**config.mk**
```make
export PLATFORM = sky130hd
export DESIGN_NAME = hspm_regs
export DESIGN_NICKNAME = d
export VERILOG_FILES = /design/src/common/hspm_pkg.sv /design/src/hw/hspm_regs.sv
export VERILOG_INCLUDE_DIRS = /design/src /design/src/common
export SDC_FILE = /design/constraint.sdc
export NUM_CORES = 1
export LEC_CHECK = 0
export ABC_AREA = 1
export BUFFER_PORTS_ARGS = -buffer_cell sky130_fd_sc_hd__buf_2
export CORE_ASPECT_RATIO = 1.2
export CORE_MARGIN = 4
export CORE_UTILIZATION = 24
export CTS_BUF_LIST = sky130_fd_sc_hd__clkbuf_8
export CTS_CLUSTER_DIAMETER = 50
export CTS_CLUSTER_SIZE = 8
export DETAILED_ROUTE_END_ITERATION = 12
export PLACE_DENSITY_LB_ADDON = 0.05
export SYNTH_ARGS = -nofsm -noshare
export SYNTH_HDL_FRONTEND = slang
export SYNTH_SLANG_ARGS = --single-unit
export TNS_END_PERCENT = 50
```
**constraint.sdc**
```tcl
create_clock -name clock_i -period 1 [get_ports clock_i]
set_input_delay 0.1 -clock clock_i [delete_from_list [all_inputs] [get_ports clock_i]]
set_output_delay 0.1 -clock clock_i [all_outputs]
set_load 0.01 [all_outputs]
```
**src/common/hspm_defines.svh**
```systemverilog
// offsets, field positions and reset values of the swap and bridge power registers
`ifndef HSPM_DEFINES_SVH
`define HSPM_DEFINES_SVH

`define HSPM_OFS_BRIDGE_SUPPORT 8'hE2
`define HSPM_OFS_POWER_DATA     8'hE3
`define HSPM_OFS_SWAP_ID        8'hE4
`define HSPM_OFS_SWAP_NEXT      8'hE5
`define HSPM_OFS_SWAP_CTRL      8'hE6
`define HSPM_OFS_POWER_CTRL     8'hE0

`define HSPM_BIT_BUS_POWER_EN   7
`define HSPM_BIT_B2B3_SUPPORT   6
`define HSPM_BIT_INSERTED       7
`define HSPM_BIT_EXTRACTED      6
`define HSPM_BIT_LED            3
`define HSPM_BIT_ENUM_MASK      1

`define HSPM_SWAP_ID_NATIVE     8'h06
`define HSPM_SWAP_ID_COMPAT     8'h00
`define HSPM_NEXT_PTR           8'h00
`define HSPM_POWER_DATA         8'h00
`define HSPM_POWER_STATE_RST    2'h0
`define HSPM_POWER_STATE_D3HOT  2'h3
`define HSPM_CTRL_RST           8'h00

`endif

```
**src/common/hspm_pkg.sv**
```systemverilog
// types shared by the swap and bridge power register block
package hspm_pkg;

   typedef enum logic [1:0] {
      HSPM_D0,
      HSPM_D1,
      HSPM_D2,
      HSPM_D3HOT
   } hspm_pstate_e;

   typedef struct packed {
      logic       wr;
      logic [7:0] addr;
      logic [7:0] wdata;
   } hspm_cfg_req_s;

   typedef struct packed {
      logic inserted;
      logic extracted;
      logic led;
      logic enum_mask;
   } hspm_swap_s;

endpackage

```
**src/hw/hspm_regs.sv**
```systemverilog
// swap capability, bridge power support and power data configuration registers
`include "hspm_defines.svh"

module hspm_regs
(
   input  wire logic                  clock_i,
   input  wire logic                  rst_b_i,
   input  wire hspm_pkg::hspm_cfg_req_s cfg_req_i,
   input  wire logic                  cfg_req_valid_i,
   input  wire logic                  compat_mode_i,
   input  wire logic                  bus_power_strap_in,
   input  wire logic                  rom_preload_done_i,
   input  wire logic                  ejector_closed_i,
   output logic [7:0]                 cfg_rdata_o,
   output logic                       swap_enumeration_out,
   output logic                       swap_indicator_led_out,
   output logic                       sec_clock_run_o
);

   // -------------------------------------------------------------
   // pin synchronisers
   // -------------------------------------------------------------
   // no reset on these flops on purpose: they keep tracking the pins while reset is held,
   // so the first edge after release sees the true handle level and a board that comes
   // out of reset with its handle closed never latches a false extraction
   logic [2:0] pin_raw;
   logic [2:0] pin_sync;

   assign pin_raw = {bus_power_strap_in, rom_preload_done_i, ejector_closed_i};

   for (genvar g = 0; g < 3; g++)
   begin : g_sync
      logic meta_r;
      logic sync_r;

      always_ff @(posedge clock_i)
      begin
         meta_r <= pin_raw[g];
         sync_r <= meta_r;
      end

      assign pin_sync[g] = sync_r;
   end

   logic strap;
   logic preload_done;
   logic handle_closed;
   assign strap         = pin_sync[2];
   assign preload_done  = pin_sync[1];
   assign handle_closed = pin_sync[0];

   // -------------------------------------------------------------
   // control state
   // -------------------------------------------------------------
   hspm_pkg::hspm_swap_s   swap_r;
   hspm_pkg::hspm_swap_s   swap_nxt;
   hspm_pkg::hspm_pstate_e pstate_r;
   hspm_pkg::hspm_pstate_e pstate_nxt;
   logic                   led_hold_r;
   logic                   led_hold_nxt;
   logic [7:0]             rdata_nxt;
   logic                   enum_nxt;
   logic                   led_nxt;
   logic                   clk_run_nxt;
   logic                   wr_ctrl;
   logic                   wr_pm;

   assign wr_ctrl = cfg_req_valid_i && cfg_req_i.wr && (cfg_req_i.addr == `HSPM_OFS_SWAP_CTRL);
   // power state kept here to steer the secondary clocks and to be read back at the power control offset
   assign wr_pm   = cfg_req_valid_i && cfg_req_i.wr && (cfg_req_i.addr == `HSPM_OFS_POWER_CTRL);

   always_comb
   begin
      swap_nxt     = swap_r;
      pstate_nxt   = pstate_r;
      led_hold_nxt = led_hold_r;
      if (wr_ctrl)
      begin
         // only the two writable bits take write data; status bits are untouched
         swap_nxt.led       = cfg_req_i.wdata[`HSPM_BIT_LED];
         swap_nxt.enum_mask = cfg_req_i.wdata[`HSPM_BIT_ENUM_MASK];
      end
      if (wr_pm)
      begin
         pstate_nxt = hspm_pkg::hspm_pstate_e'(cfg_req_i.wdata[1:0]);
      end
      // sticky until reset; mask plays no part here
      if (preload_done && handle_closed && !swap_r.extracted)
      begin
         swap_nxt.inserted = 1'b1;
      end
      if (!handle_closed && !swap_r.inserted)
      begin
         swap_nxt.extracted = 1'b1;
      end
      if (handle_closed)
      begin
         led_hold_nxt = 1'b0;
      end
   end

   always_comb
   begin
      enum_nxt    = (swap_nxt.inserted || swap_nxt.extracted) && !swap_nxt.enum_mask;
      led_nxt     = led_hold_nxt ? 1'b1 : swap_nxt.led;
      // the run flag drops only when the strap is set and the next power state is D3hot
      clk_run_nxt = !(strap && (pstate_nxt == hspm_pkg::HSPM_D3HOT));
   end

   // -------------------------------------------------------------
   // read path
   // -------------------------------------------------------------
   always_comb
   begin
      rdata_nxt = 8'h00;
      if (cfg_req_valid_i && !cfg_req_i.wr)
      begin
         case (cfg_req_i.addr)
            `HSPM_OFS_BRIDGE_SUPPORT:
            begin
               rdata_nxt[`HSPM_BIT_BUS_POWER_EN] = strap;
               rdata_nxt[`HSPM_BIT_B2B3_SUPPORT] = strap;
            end
            `HSPM_OFS_POWER_DATA: rdata_nxt = `HSPM_POWER_DATA;
            `HSPM_OFS_SWAP_ID:
            begin
               rdata_nxt = compat_mode_i ? `HSPM_SWAP_ID_COMPAT : `HSPM_SWAP_ID_NATIVE;
            end
            `HSPM_OFS_SWAP_NEXT: rdata_nxt = `HSPM_NEXT_PTR;
            `HSPM_OFS_SWAP_CTRL:
            begin
               // bits 5, 4, 2, 0 stay zero
               rdata_nxt[`HSPM_BIT_INSERTED]  = swap_r.inserted;
               rdata_nxt[`HSPM_BIT_EXTRACTED] = swap_r.extracted;
               rdata_nxt[`HSPM_BIT_LED]       = swap_r.led;
               rdata_nxt[`HSPM_BIT_ENUM_MASK] = swap_r.enum_mask;
            end
            `HSPM_OFS_POWER_CTRL: rdata_nxt[1:0] = pstate_r;
            default: rdata_nxt = 8'h00;
         endcase
      end
   end

   always_ff @(posedge clock_i or negedge rst_b_i)
   begin
      if (!rst_b_i)
      begin
         swap_r                 <= '0;
         pstate_r               <= hspm_pkg::HSPM_D0;
         led_hold_r             <= 1'b1;
         cfg_rdata_o            <= 8'h00;
         swap_enumeration_out   <= 1'b0;
         swap_indicator_led_out <= 1'b1;
         sec_clock_run_o        <= 1'b1;
      end
      else
      begin
         swap_r                 <= swap_nxt;
         pstate_r               <= pstate_nxt;
         led_hold_r             <= led_hold_nxt;
         cfg_rdata_o            <= rdata_nxt;
         swap_enumeration_out   <= enum_nxt;
         swap_indicator_led_out <= led_nxt;
         sec_clock_run_o        <= clk_run_nxt;
      end
   end

   // -------------------------------------------------------------
   // assertions on register reads
   // -------------------------------------------------------------
   // read data stands for one cycle only, so every check looks one edge after the request
   logic rd_req;
   logic wr_req;
   assign rd_req = cfg_req_valid_i && !cfg_req_i.wr;
   assign wr_req = cfg_req_valid_i && cfg_req_i.wr;
endmodule

```
==> results.sh <==
export IMPL_avgSynthCellArea_sq_um=9.62
export IMPL_critPathKind="register to output pin"
export IMPL_worst_path_max_delay_cell="dfstp_2"
export IMPL_firstDrtPassIters=4
export IMPL_wl_um=1850
export IMPL_fin_crit_ps=979
export IMPL_synth_top_family_by_area="simple AND/OR/NAND/NOR gates"
export IMPL_fillCellCount=383
export IMPL_syn_to_final_growth_pct=33.8
export IMPL_synth_ff_latch_count=22
export IMPL_grt_max_degree=17
export IMPL_stdcell_count=169
export IMPL_portBuffers=27
export IMPL_cellPowerDensity_mw_per_mm2=1400
export IMPL_dp_hpwl_um=1510
export IMPL_clock_path_buffers=2
export IMPL_antenna_found_initial=0
export IMPL_drc_errors=0
export IMPL_syn_inst=93
export IMPL_endpoint_kind="output pin"
export IMPL_clock_root_buffer="clkbuf_8"
export IMPL_grt_pass1_wl_um=3150
export IMPL_power_w=0.00168
export IMPL_rows=24
export IMPL_nets=155
export IMPL_diodes=0
export IMPL_synth_yosys_warnings=0
export IMPL_final_layout_size_suffix_gt1_share_pct=40.0
export IMPL_numCtsBuffers=3
export IMPL_rsz0062_at_grt="yes"
export IMPL_ios=35
export IMPL_required_ps=900
export IMPL_crit_path_start_kind="register"
export IMPL_synthFlopType="dfrtp_1"
export IMPL_placed_cells=161
export IMPL_r2r_setup_slack_ps=100
export IMPL_ant_nets=0
export IMPL_synth_mux_area_share_pct=0
export IMPL_yosys_area_share_xor_xnor_pct=0
export IMPL_netlist_area_sq_um=895
export IMPL_min_path_type="input port to register"
export IMPL_die_area_sq_mm=0.00477
export IMPL_path_delay_family="flip-flops"
export IMPL_vias=700
export IMPL_routabilityCongestion=0.682
export IMPL_cts_sinks=22
export IMPL_clk_latency_ps=260
export IMPL_path_clk_slew_ps=70
export IMPL_grt_pass1_vias=734
export IMPL_start_util_pct=24.8
export IMPL_clock_skew_ps=2.70
export IMPL_drt_wirelength_per_cell_um=10.9
export IMPL_leakagePower_nw=0.661
export IMPL_die_w_um=63.7
export IMPL_slowest_delay_ps=530
export IMPL_viasPerCell=4.14
export IMPL_ctsHtreeMaxLevel=1
export IMPL_synth_fa_ha_area_share_pct=0
export IMPL_max_vdd_ir_drop_v=0.000599
export IMPL_yosysUniqueCellTypes=24
export IMPL_outcome="completed"
export IMPL_setup_viol_count_final=0
export IMPL_max_cap_violations=0
export IMPL_track_usage_pct=8.80
export IMPL_final_max_slew_viol_count=0
export IMPL_final_cell_area_sq_mm=0.00120
export IMPL_hold_violations=0
export IMPL_gr_total_overflow=0
export IMPL_placed_area_sq_mm=0.00109
export IMPL_drt_initial_drc_count=12
export IMPL_die_h_um=74.9
export IMPL_core_sq_mm=0.00360
export IMPL_synth_edf_count=0
export IMPL_period_share_pct=97.9
export IMPL_multi_input_area_sq_um=310
export IMPL_path_max_fanout=1
export IMPL_arrival_ps=880
export IMPL_fin_util_pct=33.2
export IMPL_path_buf_inv=1
export IMPL_max_clock_freq_mhz=1020
export IMPL_synth_simple_gate_area_share_pct=29.7
export IMPL_synth_compound_area_share_pct=4.20
export IMPL_seq_area_frac_synth_pct=58.6
export IMPL_postSynth_asyncResetShare_pct=72.7
export IMPL_ff_latch_area_sq_um=524
export IMPL_cts_tree="built"
export IMPL_path_cells="buf_6"
logic make-up after synthesis:
kind of cell / count (synthesis)
AO/OA/AOI/OAI: 6
other: 1
buffers and inverters: 15
flip-flops: 22
AND/OR/NAND/NOR: 49
cell type report:
type | count | area share (%)
Sequential cell | 22 | 43.8
Tap cell | 39 | 4.08
Timing Repair Buffer | 34 | 17.6
Inverter | 13 | 4.08
Clock buffer | 4 | 4.60
Multi-Input combinational cell | 57 | 25.9
cell usage after synthesis, types with 2 or more instances:
cell type,instances,area [sq um]
nor2_1,8,30.0
dfstp_2,3,78.8
buf_4,2,15.0
nor2_2,4,25.0
nand3_1,5,25.0
nand2_4,2,22.5
nand2_2,4,25.0
nand2_1,18,67.6
dfrtp_1,13,325
dfxtp_1,6,120
a21oi_1,2,10.0
nand4_1,3,18.8
inv_1,12,45.0
worst paths after layout:
path / end / from / cells past startpoint
max in group asynchronous: led_hold_r / rst_b_i / 2
hold / removal: cfg_rdata_o[2] / compat_mode_i / 2
min in group asynchronous: cfg_rdata_o[2] / rst_b_i / 2
hold reg to reg: g_sync[2].sync_r / g_sync[2].meta_r / 0
setup reg to reg: swap_enumeration_out / swap_r[3] / 3
setup / recovery: sec_clock_run_o / sec_clock_run_o / 1
placed cells by master (no fill, tap or decap):
cell / instances
o21ai_0: 1
nor2_2: 4
buf_4: 3
buf_2: 25
nand2_4: 2
dfrtp_1: 13
buf_6: 2
nor2_8: 1
dfxtp_1: 6
o21ai_1: 1
nand3_1: 5
nand2_2: 4
nand2_1: 18
nor2_1: 8
dfstp_2: 3
dlygate4sd3_1: 4
conb_1: 2
inv_1: 12
nand3b_1: 1
a31o_2: 1
and3_1: 1
o21ai_2: 1
nand4_1: 3
a21oi_1: 2
nor4_1: 1
inv_2: 1
nor2_4: 1
clkbuf_8: 4
repair_timing:
| action | 4_1_cts | 5_1_grt |
|---|---|---|
| hold endpoints to repair | 16 | 0 |
| gates resized for setup | 2 | 0 |
| setup endpoints to repair | 2 | 2 |
| setup buffers | 0 | 0 |
| hold buffers | 4 | 0 |
per-layer routing:
layer	GRT usage [%]	part of all wire, %
met5	0	0
met4	5.04	0.81
met3	2.54	5.9
met2	16.4	51
met1	8.89	43
metrics by stage:
step / TNS [ps] / worst slack [ps] / hold slack [ps]
after floorplan: 0 / 162 / -196
after global placement: -28.8 / -28.8 / 37.5
after detailed placement: -37.6 / -37.6 / 38.2
after CTS: 0 / 7.26 / 19.0
after global routing: -12.3 / -6.16 / 25.2
final: 0 / 21.1 / 23.5
registers in the layout, indices dropped and copies added, names as in the netlist, 2 cells and up:
| register | count |
|---|---|
| cfg_rdata_o | 6 |
| swap_r | 4 |
| g_sync.meta_r | 3 |
| g_sync.sync_r | 3 |
| pstate_r | 2 |
report_power, final:
part | switching [W] | leakage (nW) | internal [W] | total [W]
registers | 0.00000826 | 0.253 | 0.000906 | 0.000914
clock network | 0.000276 | 0.0288 | 0.000350 | 0.000626
logic | 0.0000764 | 0.380 | 0.0000601 | 0.000137
Note: power is estimated with default switching activity, not from simulation.
